### config.mk
export PLATFORM = sky130hd
export DESIGN_NAME = host_bus_sequencer
export DESIGN_NICKNAME = d
export VERILOG_FILES = /design/src/host_seq_pkg.sv /design/src/host_bus_sequencer.sv
export SDC_FILE = /design/constraint.sdc
export NUM_CORES = 1
export LEC_CHECK = 0
export ABC_AREA = 1
export BUFFER_PORTS_ARGS = -buffer_cell sky130_fd_sc_hd__buf_4
export CAP_MARGIN = 15
export CELL_PAD_IN_SITES_DETAIL_PLACEMENT = 0
export CELL_PAD_IN_SITES_GLOBAL_PLACEMENT = 1
export CORE_MARGIN = 2
export CORE_UTILIZATION = 35
export DETAILED_ROUTE_END_ITERATION = 16
export PLACE_DENSITY_LB_ADDON = 0.08
export SYNTH_ARGS = -nofsm -noshare
export SYNTH_HDL_FRONTEND = slang
export SYNTH_SLANG_ARGS = --single-unit
### constraint.sdc
create_clock -name sys_clk -period 2.35 [get_ports sys_clk]
set_input_delay 0.3525 -clock sys_clk [delete_from_list [all_inputs] [get_ports sys_clk]]
set_output_delay 0.3525 -clock sys_clk [all_outputs]
set_load 0.03 [all_outputs]
### src/host_seq_pkg.sv
// Purpose: Shared types and constants for the host bus sequencer
// Assumes: Single 250 MHz clock domain
// Notes: Pointers are 30-bit double-word addresses
package host_seq_pkg;

  localparam int ptr_w = 30;
  localparam int code_w = 4;
  localparam int shadow_cycles = 2;
  localparam int req_hold_cycles = 2;
  localparam logic [ptr_w-1:0] ptr_reset = 30'h0000000;

  // Code bus values
  localparam logic [3:0] code_luma_xfer = 4'h0;
  localparam logic [3:0] code_chroma_xfer = 4'h1;
  localparam logic [3:0] code_dproc_xfer = 4'h2;
  localparam logic [3:0] code_display_line = 4'h8;
  localparam logic [3:0] code_odd_field = 4'hC;
  localparam logic [3:0] code_even_field = 4'hD;

  typedef enum logic [1:0] {
    cyc_external,
    cyc_register,
    cyc_memory,
    cyc_reserved
  } cycle_type_t;

  typedef struct packed {
    logic [ptr_w-1:0] luma_start_odd;
    logic [ptr_w-1:0] luma_start_even;
    logic [ptr_w-1:0] luma_pitch;
    logic [ptr_w-1:0] chroma_start;
    logic [ptr_w-1:0] chroma_pitch;
    logic [ptr_w-1:0] display_proc_start;
    logic [ptr_w-1:0] display_proc_pitch;
  } shadow_set_t;

  typedef struct packed {
    logic [ptr_w-1:0] luma;
    logic [ptr_w-1:0] chroma;
    logic [ptr_w-1:0] display_proc;
  } working_set_t;

endpackage : host_seq_pkg

### src/host_bus_sequencer.sv
// Purpose: Host bus T-state sequencer with pointer shadow copy
// Assumes: Host pins asynchronous; code bus and memory ready on sys_clk
// Notes: Host and memory handshake pins are active low; refresh and FIFO request/grant are active high
`timescale 1ns/10ps
module host_bus_sequencer #(
  parameter int ptr_w = host_seq_pkg::ptr_w
) (
  // Clock and reset
  input wire logic sys_clk,
  input wire logic resetn,
  // Host handshake pins
  input wire logic host_request_n,
  input wire logic reg_select_n,
  input wire logic mem_select_n,
  input wire logic addr_valid_strobe_n,
  output logic bus_grant_n,
  output logic host_ready_n,
  // Shared buses
  input wire logic write_enable_n_in,
  input wire logic [3:0] byte_enable_n_in,
  input wire logic [31:0] data_in,
  output logic [31:0] data_out,
  output logic [3:0] byte_enable_n_out,
  output logic write_enable_n_out,
  output logic bus_drive_en,
  // Memory handshake
  output logic memory_request_n,
  input wire logic memory_ready_n,
  // Register file side
  input wire logic [15:0] reg_read_data,
  output logic [15:0] reg_write_data,
  output logic reg_write_strobe,
  // Display code bus and other requesters
  input wire logic [3:0] display_code_bus,
  input wire logic refresh_pending,
  input wire logic fifo_pending,
  output logic refresh_grant,
  output logic fifo_grant,
  // Statistical decoder pointer
  input wire logic decoder_load,
  input wire logic [ptr_w-1:0] decoder_load_value,
  input wire logic decoder_read,
  output logic [ptr_w-1:0] decoder_ptr,
  // Shadow and working pointers
  input wire host_seq_pkg::shadow_set_t shadow,
  output host_seq_pkg::working_set_t working,
  output logic field_is_odd
);

  typedef enum logic [3:0] {
    st_idle,
    st_grant_deadband,
    st_wait_addr_valid,
    st_mem_request,
    st_mem_wait,
    st_first_output,
    st_wait_complete,
    st_release,
    st_shadow,
    st_transfer,
    st_other
  } state_t;

  state_t state;
  host_seq_pkg::cycle_type_t cyc;
  logic req_s1, req_s2, alen_s1, alen_s2;
  logic reg_sel_s, mem_sel_s, we_s, be0_s;
  logic [1:0] req_hold;
  logic shadow_pending, shadow_from_line, shadow_even;
  logic xfer_pending;
  logic [1:0] xfer_sel;
  logic [1:0] shadow_cnt;
  logic [3:0] code_prev;
  logic code_new;

  // ----------------------------------------------------------------
  // Input synchronisers
  // ----------------------------------------------------------------
  always_ff @(posedge sys_clk) begin
    if (!resetn) begin
      req_s1 <= 1'b0;
      req_s2 <= 1'b0;
      alen_s1 <= 1'b0;
      alen_s2 <= 1'b0;
      reg_sel_s <= 1'b0;
      mem_sel_s <= 1'b0;
      we_s <= 1'b0;
      be0_s <= 1'b0;
    end else begin
      req_s1 <= ~host_request_n;
      req_s2 <= req_s1;
      alen_s1 <= ~addr_valid_strobe_n;
      alen_s2 <= alen_s1;
      reg_sel_s <= ~reg_select_n;
      mem_sel_s <= ~mem_select_n;
      we_s <= ~write_enable_n_in;
      be0_s <= ~byte_enable_n_in[0];
    end
  end

  function automatic host_seq_pkg::cycle_type_t decode_cycle(
      input logic rsel, input logic msel);
    unique case ({rsel, msel})
      2'b00: decode_cycle = host_seq_pkg::cyc_external;
      2'b10: decode_cycle = host_seq_pkg::cyc_register;
      2'b01: decode_cycle = host_seq_pkg::cyc_memory;
      default: decode_cycle = host_seq_pkg::cyc_reserved;
    endcase
  endfunction : decode_cycle

  always_ff @(posedge sys_clk) begin
    if (!resetn) begin
      req_hold <= 2'h0;
    end else if (!req_s2) begin
      req_hold <= 2'h0;
    end else if (req_hold != 2'(host_seq_pkg::req_hold_cycles)) begin
      req_hold <= req_hold + 2'h1;
    end
  end

  // ----------------------------------------------------------------
  // Code bus capture
  // ----------------------------------------------------------------
  assign code_new = display_code_bus != code_prev;

  always_ff @(posedge sys_clk) begin
    if (!resetn) begin
      code_prev <= 4'hF;
      shadow_pending <= 1'b0;
      shadow_from_line <= 1'b0;
      shadow_even <= 1'b0;
      field_is_odd <= 1'b1;
      xfer_pending <= 1'b0;
      xfer_sel <= 2'h0;
    end else begin
      code_prev <= display_code_bus;
      if (state == st_shadow && shadow_cnt == 2'h1)
        shadow_pending <= 1'b0;
      if (state == st_transfer)
        xfer_pending <= 1'b0;
      if (code_new) begin
        unique case (display_code_bus)
          host_seq_pkg::code_odd_field: begin
            shadow_pending <= 1'b1;
            shadow_from_line <= 1'b0;
            shadow_even <= 1'b0;
            field_is_odd <= 1'b1;
          end
          host_seq_pkg::code_even_field: begin
            shadow_pending <= 1'b1;
            shadow_from_line <= 1'b0;
            shadow_even <= 1'b1;
            field_is_odd <= 1'b0;
          end
          host_seq_pkg::code_display_line: begin
            shadow_pending <= 1'b1;
            shadow_from_line <= 1'b1;
          end
          host_seq_pkg::code_luma_xfer,
          host_seq_pkg::code_chroma_xfer,
          host_seq_pkg::code_dproc_xfer: begin
            xfer_pending <= 1'b1;
            xfer_sel <= display_code_bus[1:0];
          end
          default: ;
        endcase
      end
    end
  end

  // ----------------------------------------------------------------
  // T-state machine
  // ----------------------------------------------------------------
  always_ff @(posedge sys_clk) begin
    if (!resetn) begin
      state <= st_idle;
      cyc <= host_seq_pkg::cyc_external;
      shadow_cnt <= 2'h0;
    end else begin
      unique case (state)
        st_idle: begin
          shadow_cnt <= 2'h0;
          if (xfer_pending) state <= st_transfer;
          else if (shadow_pending) state <= st_shadow;
          else if (req_hold == 2'(host_seq_pkg::req_hold_cycles)) begin
            cyc <= decode_cycle(reg_sel_s, mem_sel_s);
            state <= st_grant_deadband;
          end else if (refresh_pending || fifo_pending)
            state <= st_other;
        end
        st_grant_deadband:
          if (cyc == host_seq_pkg::cyc_external)
            state <= st_first_output;
          else
            state <= st_wait_addr_valid;
        st_wait_addr_valid:
          if (alen_s2)
            state <= (cyc == host_seq_pkg::cyc_memory) ?
                     st_mem_request : st_first_output;
        st_mem_request: state <= st_mem_wait;
        st_mem_wait: if (!memory_ready_n) state <= st_first_output;
        st_first_output: state <= st_wait_complete;
        st_wait_complete: if (!req_s2) state <= st_release;
        st_release: state <= st_idle;
        st_shadow: begin
          shadow_cnt <= shadow_cnt + 2'h1;
          if (shadow_cnt == 2'(host_seq_pkg::shadow_cycles - 1))
            state <= st_idle;
        end
        st_transfer: state <= st_idle;
        st_other: state <= st_idle;
        default: state <= st_idle;
      endcase
    end
  end

  // ----------------------------------------------------------------
  // Host bus outputs
  // ----------------------------------------------------------------
  always_ff @(posedge sys_clk) begin
    if (!resetn) begin
      bus_grant_n <= 1'b1;
      host_ready_n <= 1'b1;
      bus_drive_en <= 1'b1;
      memory_request_n <= 1'b1;
      data_out <= 32'h00000000;
      write_enable_n_out <= 1'b1;
      byte_enable_n_out <= 4'hF;
      reg_write_data <= 16'h0000;
      reg_write_strobe <= 1'b0;
      refresh_grant <= 1'b0;
      fifo_grant <= 1'b0;
    end else begin
      reg_write_strobe <= 1'b0;
      refresh_grant <= 1'b0;
      fifo_grant <= 1'b0;
      memory_request_n <= !(state == st_wait_addr_valid && alen_s2 &&
                           cyc == host_seq_pkg::cyc_memory);
      unique case (state)
        st_idle: begin
          bus_drive_en <= !(req_hold == 2'(host_seq_pkg::req_hold_cycles)
                            && !xfer_pending && !shadow_pending);
          if (!xfer_pending && !shadow_pending &&
              req_hold != 2'(host_seq_pkg::req_hold_cycles)) begin
            refresh_grant <= refresh_pending;
            fifo_grant <= !refresh_pending && fifo_pending;
          end
        end
        st_grant_deadband: bus_grant_n <= 1'b0;
        st_first_output: begin
          host_ready_n <= cyc == host_seq_pkg::cyc_external ?
                          memory_ready_n : 1'b0;
          if (cyc == host_seq_pkg::cyc_register && !we_s)
            data_out <= {reg_read_data, reg_read_data};
        end
        st_wait_complete: if (!req_s2) begin
          host_ready_n <= 1'b1;
          bus_grant_n <= 1'b1;
          if (cyc == host_seq_pkg::cyc_register && we_s) begin
            reg_write_data <= be0_s ? data_in[15:0] : data_in[31:16];
            reg_write_strobe <= 1'b1;
          end
        end
        st_release: bus_drive_en <= 1'b1;
        default: ;
      endcase
    end
  end

  // ----------------------------------------------------------------
  // Working pointers and decoder pointer
  // ----------------------------------------------------------------
  always_ff @(posedge sys_clk) begin
    if (!resetn) begin
      working <= '0;
    end else if (state == st_shadow && shadow_cnt == 2'h0) begin
      working.luma <= (shadow_from_line ? !field_is_odd : shadow_even) ?
                      shadow.luma_start_even : shadow.luma_start_odd;
      working.chroma <= shadow.chroma_start;
      working.display_proc <= shadow.display_proc_start;
    end else if (state == st_transfer) begin
      unique case (xfer_sel)
        2'h0: working.luma <= working.luma + shadow.luma_pitch;
        2'h1: working.chroma <= working.chroma + shadow.chroma_pitch;
        default:
          working.display_proc <= working.display_proc +
                                  shadow.display_proc_pitch;
      endcase
    end
  end

  always_ff @(posedge sys_clk) begin
    if (!resetn) decoder_ptr <= host_seq_pkg::ptr_reset;
    else if (decoder_load) decoder_ptr <= decoder_load_value;
    else if (decoder_read) decoder_ptr <= decoder_ptr + 1'b1;
  end

  // ----------------------------------------------------------------
  // Checks
  // ----------------------------------------------------------------
  chk_shadow_two_cycles: assert property (@(posedge sys_clk)
    disable iff (!resetn)
    $rose(state == st_shadow) |-> (state == st_shadow)[*2] ##1 state == st_idle)
    else $error("shadow copy not two cycles");
  chk_grant_after_deadband: assert property (@(posedge sys_clk)
    disable iff (!resetn)
    state == st_grant_deadband |=> !bus_grant_n && !bus_drive_en)
    else $error("grant missing after deadband");
  chk_entry_req_held: assert property (@(posedge sys_clk)
    disable iff (!resetn)
    $rose(state == st_grant_deadband) |-> $past(req_s2, 2) && $past(req_s2))
    else $error("host state entered early");
  chk_wait_strobe: assert property (@(posedge sys_clk)
    disable iff (!resetn)
    state == st_wait_addr_valid && !alen_s2 |=> state == st_wait_addr_valid)
    else $error("left strobe wait early");
  chk_mem_req_pulse: assert property (@(posedge sys_clk)
    disable iff (!resetn)
    state == st_mem_request |-> !memory_request_n ##1 memory_request_n)
    else $error("memory request not one state");
  chk_ready_release: assert property (@(posedge sys_clk)
    disable iff (!resetn)
    state == st_release |-> host_ready_n && bus_grant_n ##1 bus_drive_en)
    else $error("release outputs wrong");
  chk_xfer_first: assert property (@(posedge sys_clk)
    disable iff (!resetn)
    state == st_idle && xfer_pending |=> state == st_transfer)
    else $error("transfer not highest priority");
  chk_ext_direct: assert property (@(posedge sys_clk)
    disable iff (!resetn)
    state == st_grant_deadband && cyc == host_seq_pkg::cyc_external
    |=> state == st_first_output)
    else $error("external cycle not direct");
  chk_decoder_up: assert property (@(posedge sys_clk)
    disable iff (!resetn)
    decoder_read && !decoder_load |=> decoder_ptr == $past(decoder_ptr) + 1'b1)
    else $error("decoder pointer not incremented");

  cov_reg_cycle: cover property (@(posedge sys_clk) disable iff (!resetn)
    state == st_first_output && cyc == host_seq_pkg::cyc_register);
  cov_mem_cycle: cover property (@(posedge sys_clk) disable iff (!resetn)
    state == st_mem_wait ##1 state == st_first_output);
  cov_shadow: cover property (@(posedge sys_clk) disable iff (!resetn)
    state == st_shadow && shadow_from_line);

endmodule : host_bus_sequencer

* Word level (Yosys, flattened, before mapping)
Cells that the tools add are included.
W data, S select, Z words.
** Cells by class
- Reduce and logical (&&, ||, !) cells :: 54
- Equal/unequal tests :: 29
- Muxes and demuxes :: 38
- Shift operators :: 0
- Divide/modulo/power cells :: 0
- Order comparisons :: 0
- Add/subtract/negate cells :: 6
- Bitwise operators :: 11
- $mul :: 0
** Operators with widths (number)
- $mux W30 :: 6
- $mux W90 :: 2
- $add A30 B30 Y30 :: 3
- $mux W4 :: 8
- $pmux W4 S8 :: 1
- $add A30 B1 Y30 const B :: 1
- $eq A4 B4 Y1 const B :: 5
- $reduce_and A2 Y1 :: 10
- $reduce_bool A2 Y1 :: 10
- $eq A4 B3 Y1 const B :: 4
- $mux W16 :: 1
- $eq A4 B2 Y1 const B :: 3
- $pmux W1 S2 :: 6
- $logic_and A1 B1 Y1 :: 11
- $not A1 Y1 :: 11
- $mux W1 :: 10
- $ne A2 B2 Y1 const B :: 5
- $reduce_or A3 Y1 :: 3
- $eq A2 B1 Y1 const B :: 4
- $eq A4 B1 Y1 const B :: 2
- $logic_not A2 Y1 :: 4
- $logic_not A4 Y1 :: 2
- $logic_not A1 Y1 :: 7
- $eq A2 B2 Y1 const B :: 3
- other kinds (12) :: 16
** Storage, ports and cells
- Register bits :: 204
- ROM bits :: 0
- Memories :: 0
- Word-level logic and storage cells :: 170
- Output and inout port bits :: 181
- Input bits :: 308
- RAM bits :: 0
- Latch bits :: 0

* Logic depth before layout (Yosys ltp)
Gate-level depths: netlist of the first run.
- Depth in word-level cells :: 6
- Depth in mapped cells :: 15
- Gate-level depth less buffers :: 15

* Worst setup path before layout of the first run
OpenSTA, ideal clock, no wires.
- Path type :: register to register
- Start point :: reg working[0] in the netlist's numbering
- End point :: reg working[18] in the netlist's numbering
- Buffers on the path :: 0
- Cell stages (with the launch flop) :: 16
- Data required time :: 2.218 ns
- Clock period less this slack :: 2.148 ns
- Arrival time :: 2.016 ns
- Slack :: 0.202 ns
- Setup time :: 0.132 ns
- Path through :: dfxtp_1 ha_1 inv_1 fa_1 inv_1 nand3_1 nand2_1 nand2_1 nand2_1 nand2_1 nand2_1 nand3_1 nand2_1 nand2_1 nand3_1 a21oi_1
** Between the ends
- Cells in the longest elaborated chain, start to end :: 4
** RTL lines
- from (decl) :: line host_bus_sequencer.sv:46 : output host_seq_pkg::working_set_t working,
- $add A30 B30 Y30 :: line host_bus_sequencer.sv:286 : working.display_proc <= working.display_proc +
- $mux W30 :: line host_bus_sequencer.sv:282 : unique case (xfer_sel)
- $mux W90 :: line host_bus_sequencer.sv:281 : end else if (state == st_transfer) begin
- $mux W90 :: line host_bus_sequencer.sv:276 : end else if (state == st_shadow && shadow_cnt == 2'h0) begin
No other way between the ends. The select of a mux whose other input is x is not followed.
A chain may end at the register's enable or synchronous reset.

* Worst setup path in the final report of the first run
- Start point :: reg working[60] in the netlist's numbering
- End point :: reg working[86] in the netlist's numbering
** Between the ends
- Cells in the longest elaborated chain, start to end :: 4
** RTL lines
- $add A30 B30 Y30 :: line host_bus_sequencer.sv:283 : 2'h0: working.luma <= working.luma + shadow.luma_pitch;
- $mux W30 :: line host_bus_sequencer.sv:282
- $mux W90 :: line host_bus_sequencer.sv:281
- $mux W90 :: line host_bus_sequencer.sv:276
No other way between the ends. The select of a mux whose other input is x is not followed.

==> metrics.md, run 1 <==
| Metric | Value |
|---|---|
| Buffer depth of the longest clock path | 2 |
| Count of state elements after synthesis | 188 |
| Number of global-route vias before repair | 16477 |
| Overall die width | 211 um |
| Clock transition at the registers of the reported paths | 90 ps |
| Largest net degree at the start of global routing | 57 |
| Actual slew at the worst max-slew pin | 567 ps |
| Synthesized area | 0.0150 sq mm |
| Number of input and output port buffers inserted | 480 |
| Dominant cell type by area after synthesis | sky130_fd_sc_hd__dfxtp_1 |
| Post-synth EDFFs | 0 |
| CP cell instances | ha_1 -> fa_1 -> nand3_1 -> nand2_1 -> nand2_1 -> nand2_1 -> nand2_1 -> nand2_1 -> nand2_2 -> nand2_1 -> nand2_1 -> nand3_1 -> a21oi_1 |
| Clock tree from TritonCTS | yes |
| Top cell types by occurrence after synthesis | 749 x sky130_fd_sc_hd__nand2_1, 306 x sky130_fd_sc_hd__inv_1, 262 x sky130_fd_sc_hd__nor2_1 |
| Leading cell type by number of instances after synthesis | sky130_fd_sc_hd__nand2_1 |
| Element type at the critical path end | register |
| Most used flip-flop cell after synthesis | sky130_fd_sc_hd__dfxtp_1 |
| Total congestion overflow | 0 |
| Clock period minus worst slack | 2150 ps |
| Main combinational cell family by area after synthesis | simple AND/OR/NAND/NOR gates |
| Count of fill cells added during filler insertion | 4562 |
| Post-route fraction of the period consumed by the critical path | 91.5% |
| Status | finished clean |
| Per-cell via count in the routed design | 4.94 |
| Xor/xnor cell area share of the yosys netlist | 3.86% |
| Syn avg cell area | 6.06 sq um |
| Compound-Gate Fraction of Synth Area | 17.2% |
| Power density normalized to cell area | 951 mW/mm^2 |
| Largest stage delay, worst path | 410 ps |
| Global-route wire length before repair | 87400 um |
| Detailed-placement wirelength estimate | 45800 um |
| Setup Slack @ Placement | 11.7 ps |
| Adder and majority cell fraction of the synthesized area | 8.01% |
| Final routed wire length divided by cell count | 16.3 um |
| Number of buffers inserted to repair setup after CTS | 0 |
| Post-route ant nets | 0 |
| Nature of the critical path startpoint | register |
| Routability-driven placement congestion ratio | 0.913 |
| Htree depth | 4 |
| Mux contribution to synthesized area | 0% |
| RSZ-0062 raised after global routing | false |
| Share of synthesized area occupied by flip-flops and latches | 25.1% |
| Number of cells produced by synthesis | 2472 |
| Post-layout net count | 3319 |
| Required @ worst endpoint | 2770 ps |
| Setup Skew | 10.9 ps |
| Die outline height | 211 um |
| Slew headroom | 62.2% |
| Leakage power total | 10.4 nW |
| Synth-to-layout area growth | 31.8% |
| Clock root cell | sky130_fd_sc_hd__clkbuf_16 |
| Via total after detailed routing | 17148 |
| Critical Path Most Common Cell | sky130_fd_sc_hd__nand2_1 |
| Hold Violations, Final | 0 |
| Antenna violations before repair | 1 |
| Clock latency at the later pin of the worst-skew pair | 500 ps |
| Fmax achieved | 0.465 GHz |
| Area of the core | 0.0420 sq mm |
| Cell with the largest stage delay on the worst path | sky130_fd_sc_hd__fa_1 |
| Max Cap Viol | 0 |
| Number of standard-cell rows in the floorplan | 75 |
| Count of inserted antenna diode cells | 0 |
| TritonCTS buffer count | 17 |
| Number of search-and-repair iterations in the first detailed-routing pass | 5 |
| Share of the synthesized area in the top cell type | 25.1% |
| Detailed Route Iter0 Violations | 909 |
| Die Area | 0.0444 sq mm |
| Total Negative Setup Slacks | 0 ps |
| Fraction of layout cells with a size suffix above 1 | 20.4% |
| Synth area leaders | sky130_fd_sc_hd__dfxtp_1 25%, sky130_fd_sc_hd__nand2_1 19%, sky130_fd_sc_hd__inv_1 7.7%, sky130_fd_sc_hd__ha_1 7.6%, sky130_fd_sc_hd__a21oi_1 7.0% |
| Starting utilization of the core area | 35.6% |
| I/O pin total | 489 |
| Highest ir drop seen on vdd | 0.553 mV |
| Overall routed net length | 56700 um |
| Async SR Flop Fraction | 0% |
| Category of the most critical setup path | reg2reg |
| Final worst-path setup slack | 199 ps |
| Kind of path behind the tightest hold check | in2reg |
| Peak fanout along the critical path | 4 |
| Setup-violating endpoint count in the final report | 0 |
| Unique cell type count in the Yosys netlist | 50 |
| Final routed DRC violation total | 0 |
| Sink Count | 188 |
| All-Layer GR Usage | 25.1% |
| Number of pins with negative max-slew slack in the final report | 0 |
| Synth Area in Simple Gates | 34.2% |
| Syn. warnings | 0 |
| Data arrival time at the worst-slack endpoint | 2570 ps |
==> cell type report <==
| class | instances | area (sq um) | share of cell area (%) |
|---|---|---|---|
| Inverter | 320 | 1200 | 6.09 |
| Sequential cell | 188 | 3760 | 19.1 |
| Tap cell | 539 | 674 | 3.42 |
| Timing Repair Buffer | 518 | 3960 | 20.1 |
| Multi-Input combinational cell | 1872 | 9530 | 48.3 |
| Clock buffer | 18 | 439 | 2.23 |
| Clock inverter | 14 | 164 | 0.831 |
==> cell usage in the layout (no fill, tap or decap), types with 3 or more instances in the layout <==
cell type,Yosys,layout
sky130_fd_sc_hd__nand2_1,749,746
sky130_fd_sc_hd__buf_4,27,507
sky130_fd_sc_hd__inv_1,306,306
sky130_fd_sc_hd__nor2_1,262,262
sky130_fd_sc_hd__a21oi_1,210,210
sky130_fd_sc_hd__dfxtp_1,188,187
sky130_fd_sc_hd__o21ai_0,140,139
sky130_fd_sc_hd__nand3_1,122,119
sky130_fd_sc_hd__ha_1,91,89
sky130_fd_sc_hd__a31oi_1,52,52
sky130_fd_sc_hd__xor2_1,48,48
sky130_fd_sc_hd__nor3_1,26,26
sky130_fd_sc_hd__nand4_1,22,22
sky130_fd_sc_hd__xnor2_1,18,18
sky130_fd_sc_hd__clkbuf_16,0,17
sky130_fd_sc_hd__o21bai_1,16,16
sky130_fd_sc_hd__nand3b_1,15,15
sky130_fd_sc_hd__a22o_1,15,15
sky130_fd_sc_hd__inv_2,13,12
sky130_fd_sc_hd__o21ai_1,11,11
sky130_fd_sc_hd__a22oi_1,10,10
sky130_fd_sc_hd__or2_2,8,8
sky130_fd_sc_hd__dlygate4sd3_1,0,7
sky130_fd_sc_hd__nand2_2,3,6
sky130_fd_sc_hd__nand3_2,2,5
sky130_fd_sc_hd__and2_1,5,5
sky130_fd_sc_hd__nor4_1,5,5
sky130_fd_sc_hd__conb_1,1,5
sky130_fd_sc_hd__inv_6,0,5
sky130_fd_sc_hd__nor2_4,4,4
sky130_fd_sc_hd__clkinv_8,0,4
sky130_fd_sc_hd__buf_12,0,4
sky130_fd_sc_hd__o22ai_1,3,3
sky130_fd_sc_hd__nor2_2,3,3
sky130_fd_sc_hd__nor3_2,3,3
sky130_fd_sc_hd__a211oi_1,3,3
==> timing repair <==
item,4_1_cts,5_1_grt
endpoints found under the hold margin,7,0
setup endpoints to repair,0,14
gates resized for setup,0,10
hold buffers,7,0
==> flip-flops by register name (all words and copies together) (netlist names), 2 cells and up <==
name / flops
state: 4
data_out: 16
reg_write_data: 16
req_hold: 2
shadow_cnt: 2
decoder_ptr: 30
code_prev: 4
working: 90
xfer_sel: 2
cyc: 2
==> per-stage QoR <==
step	cell area, sq um	util [%]	hold slack (ps)	instances	power (mW)
after floorplan	15000	-	381	2476	12.0
after global placement	19000	45.3	402	3430	15.6
after detailed placement	19000	45.3	403	3430	15.7
after CTS	19700	46.9	29.0	3469	18.9
after global routing	19700	46.9	63.3	3469	20.3
final	19700	46.9	67.2	3469	18.8
==> report_power, final <==
group / total [mW] / switching, mW / internal (mW)
clock: 3.08 / 1.61 / 1.46
combinational: 11.2 / 7.22 / 3.98
sequential: 4.47 / 0.617 / 3.85
==> logic make-up (layout without fill, tap and decap cells) <==
group / count (synthesis) / in the layout
buffers and inverters: 416 / 870
DFF: 188 / 188
xor gates and xnor gates: 66 / 66
other: 1 / 5
and+or+nand+nor: 1237 / 1237
adders and majority gates: 94 / 94
AOI/OAI and AO/OA: 470 / 470
==> critical path: cells and delay by family (launching register included) <==
family	cells	cell delay, ps
AND/OR/NAND/NOR	10	970
adder cells (fa/ha/maj)	2	630
flip-flops	1	340
AO/OA/AOI/OAI	1	140
==> worst paths after layout <==
check / slack (ps) / cells past startpoint / endpoint / start
hold reg to reg: 420 / 2 / alen_s2 / alen_s1
hold / removal: 70 / 3 / data_out[19] / reg_read_data[3]
setup reg to reg: 200 / 13 / working[86] / working[60]
setup / recovery: 200 / 13 / working[86] / working[60]
==> routing by layer <==
metal,track usage [%],share of wire [%],routed length (um)
met2,43.6,48,27200
met5,0,0.023,13
met4,8.33,2.7,1520
met3,5.65,5.8,3300
met1,30.6,43,24700
No activity file was read; power rests on OpenSTA's default activity.
==> run 2: changes to the inputs <==
Settings changed: CORE_UTILIZATION 35 to 38, PLACE_DENSITY from default to 0.88, PLACE_DENSITY_LB_ADDON 0.08 to default.
Clock period 2.35 ns to 2.5 ns, I/O delays scaled along.
==> metrics.md, run 2 (synthesis results as in run 1) <==
| Metric | Value |
|---|---|
| Final routed DRC violation total | 0 (unchanged) |
| Gate power share | 59.1% (was 59.8%) |
| Sink Count | 188 (unchanged) |
| Start point of the critical path | working[30] (was working[60]) |
| Largest register FFs | 90 (unchanged) |
| Launching point of the worst reg2reg path | working[30] (was working[60]) |
| Switching Fraction | 50.2% (was 50.4%) |
| Leakage power total | 10.3 nW (was 10.4 nW) |
| Number of input and output port buffers inserted | 480 (unchanged) |
| Die Area | 0.0410 sq mm (was 0.0444 sq mm) |
| Total Negative Setup Slacks | 0 ps (unchanged) |
| Number of search-and-repair iterations in the first detailed-routing pass | 7 (was 5) |
| Final worst-path setup slack | 239 ps (was 199 ps) |
| Count of fill cells added during filler insertion | 4102 (was 4562) |
| Proportion of power drawn by flip-flops and latches | 24.0% (was 23.8%) |
| Starting utilization of the core area | 38.6% (was 35.6%) |
| Setup-violating endpoint count in the final report | 0 (unchanged) |
| Largest registers | working x90, decoder_ptr x30 (unchanged) |
| Clock period minus worst slack | 2260 ps (was 2150 ps) |
| Most crowded layer after global routing | met2 (unchanged) |
| Fmax achieved | 0.442 GHz (was 0.465 GHz) |
| TritonCTS buffer count | 17 (unchanged) |
| Overall die width | 202 um (was 211 um) |
| Flop-to-flop setup slack | 240 ps (was 200 ps) |
| Count of inserted antenna diode cells | 0 (unchanged) |
| Overall routed net length | 56500 um (was 56700 um) |
| Clock tree from TritonCTS | yes (unchanged) |
| Power density normalized to cell area | 902 mW/mm^2 (was 951 mW/mm^2) |
| Post-route fraction of the period consumed by the critical path | 90.4% (was 91.5%) |
| Fraction of layout cells with a size suffix above 1 | 19.9% (was 20.4%) |
| Actual slew at the worst max-slew pin | 726 ps (was 567 ps) |
| Required @ worst endpoint | 2820 ps (was 2770 ps) |
| Area of the core | 0.0387 sq mm (was 0.0420 sq mm) |
| Setup Slack @ Placement | 79.1 ps (was 11.7 ps) |
| Met1 usage in global routing | 33.4% (was 30.6%) |
| Post-layout net count | 3304 (was 3319) |
| Last element of the critical path | working[58] (was working[86]) |
| Met2 capacity usage during global routing | 47.0% (was 43.6%) |
| Peak fanout along the critical path | 3 (was 4) |
| Largest net degree at the start of global routing | 82 (was 57) |
| RSZ-0062 raised after global routing | false (unchanged) |
| Clock latency at the later pin of the worst-skew pair | 460 ps (was 500 ps) |
| Detailed-placement wirelength estimate | 45300 um (was 45800 um) |
| Global-route wire length before repair | 88300 um (was 87400 um) |
| Biggest register | working (unchanged) |
| Number of global-route vias before repair | 16752 (was 16477) |
| Nature of the critical path startpoint | register (unchanged) |
| Routability-driven placement congestion ratio | 0.917 (was 0.913) |
| Highest ir drop seen on vdd | 0.554 mV (was 0.553 mV) |
| Hold Violations, Final | 0 (unchanged) |
| Capture point of the worst reg-to-reg path | working[58] (was working[86]) |
| Number of pins with negative max-slew slack in the final report | 0 (unchanged) |
| Final routed wire length divided by cell count | 16.5 um (was 16.3 um) |
| Number of standard-cell rows in the floorplan | 72 (was 75) |
| Max Cap Viol | 0 (unchanged) |
| Htree depth | 4 (unchanged) |
| Status | finished clean (unchanged) |
| Per-cell via count in the routed design | 5.01 (was 4.94) |
| Antenna violations before repair | 0 (was 1) |
| Most common cell after layout, fill and taps aside | sky130_fd_sc_hd__nand2_1 (unchanged) |
| Total congestion overflow | 0 (unchanged) |
| Clock transition at the registers of the reported paths | 90 ps (about the same) |
| Post-route ant nets | 0 (unchanged) |
| Via total after detailed routing | 17213 (was 17148) |
| Slew headroom | 51.5% (was 62.2%) |
| Cell depth of the worst min-delay path | 2 (was 3) |
| All-Layer GR Usage | 27.0% (was 25.1%) |
| Die outline height | 202 um (was 211 um) |
| Data arrival time at the worst-slack endpoint | 2580 ps (was 2570 ps) |
| Clock root cell | sky130_fd_sc_hd__clkbuf_16 (unchanged) |
| Cell depth of the worst flop-to-flop path | 13 (unchanged) |
| Commonest cells after routing, fill and taps aside | 749 x sky130_fd_sc_hd__nand2_1, 502 x sky130_fd_sc_hd__buf_4, 306 x sky130_fd_sc_hd__inv_1 (was 746 x sky130_fd_sc_hd__nand2_1, 507 x sky130_fd_sc_hd__buf_4, 306 x sky130_fd_sc_hd__inv_1) |
| Detailed Route Iter0 Violations | 1033 (was 909) |
| Element type at the critical path end | register (unchanged) |
| Number of buffers inserted to repair setup after CTS | 0 (unchanged) |
| Net Switching | 8.86 mW (was 9.45 mW) |
| Power share of the clock group | 16.8% (was 16.4%) |
| Setup Skew | 11.4 ps (was 10.9 ps) |
| Kind of path behind the tightest hold check | in2reg (unchanged) |
| Internal power consumption | 8.77 mW (was 9.30 mW) |
| Buffer depth of the longest clock path | 2 (unchanged) |
| I/O pin total | 489 (unchanged) |
| Category of the most critical setup path | reg2reg (unchanged) |
| Met3 demand-to-capacity share in global routing | 4.13% (was 5.65%) |
| Synth-to-layout area growth | 30.5% (was 31.8%) |
==> run 2: worst min path at each step <==
stage,slack (ps),startpoint,to
5_1_grt,40,reg_select_n,reg_sel_s
3_3_place_gp,400,req_s1,req_s2
4_1_cts,30,byte_enable_n_in[0],be0_s
3_5_place_dp,410,alen_s1,alen_s2
2_1_floorplan,380,alen_s2,memory_request_n
6_report,60,addr_valid_strobe_n,alen_s1
==> run 2: layout make-up <==
type                            count  area (sq um)  share of cell area, %
Clock buffer                       18           439                   2.25
Clock inverter                     14           185                  0.948
Inverter                          320          1200                   6.15
Multi-Input combinational cell   1872          9510                   48.7
Sequential cell                   188          3760                   19.3
Tap cell                          518           648                   3.32
Timing Repair Buffer              503          3790                   19.4
==> run 2: per-stage QoR <==
stage	util (%)	total power [mW]	hold WS, ps	cell area [sq um]	std cells
2_1_floorplan	-	11.3	381	15000	2476
3_3_place_gp	48.8	14.6	403	18900	3401
3_5_place_dp	48.8	14.6	406	18900	3401
4_1_cts	50.4	17.7	27.7	19500	3433
5_1_grt	50.4	19.1	38.7	19500	3433
6_report	50.4	17.6	61.8	19500	3433
==> run 2: timing repair <==
action | 4_1_cts | 5_1_grt
endpoints found under the setup margin | 0 | 15
resized for setup | 0 | 2
hold buffers | 0 | 0
==> run 2: per-layer routing <==
metal | share of wire (%) | up-vias
met5 | 0 | -
met4 | 3.2 | 0
met3 | 5.6 | 88
met2 | 48 | 538
met1 | 43 | 7785
li1 | - | 8802
==> run 2: worst max-delay path: stages, from the launching register on <==
cell and delay (ps):
sky130_fd_sc_hd__dfxtp_1 360, sky130_fd_sc_hd__ha_2 250, sky130_fd_sc_hd__inv_1 70, sky130_fd_sc_hd__fa_1 420, sky130_fd_sc_hd__inv_1 100, sky130_fd_sc_hd__nand3_1 70, sky130_fd_sc_hd__nand3_1 150, sky130_fd_sc_hd__nand3_1 100
sky130_fd_sc_hd__nand3_1 190, sky130_fd_sc_hd__nand2_1 110, sky130_fd_sc_hd__nand3_1 90, sky130_fd_sc_hd__nand3_1 80, sky130_fd_sc_hd__nand2_1 80, sky130_fd_sc_hd__a21oi_1 50
==> run 2: power by group through the flow <==
stage	sequential, mW	clock [mW]	combinational [mW]
5_1_grt	4.31	3.15	11.6
2_1_floorplan	5.23	0	6.05
6_report	4.24	2.97	10.4
3_5_place_dp	4.30	0	10.4
3_3_place_gp	4.27	0	10.3
4_1_cts	4.24	3.05	10.4
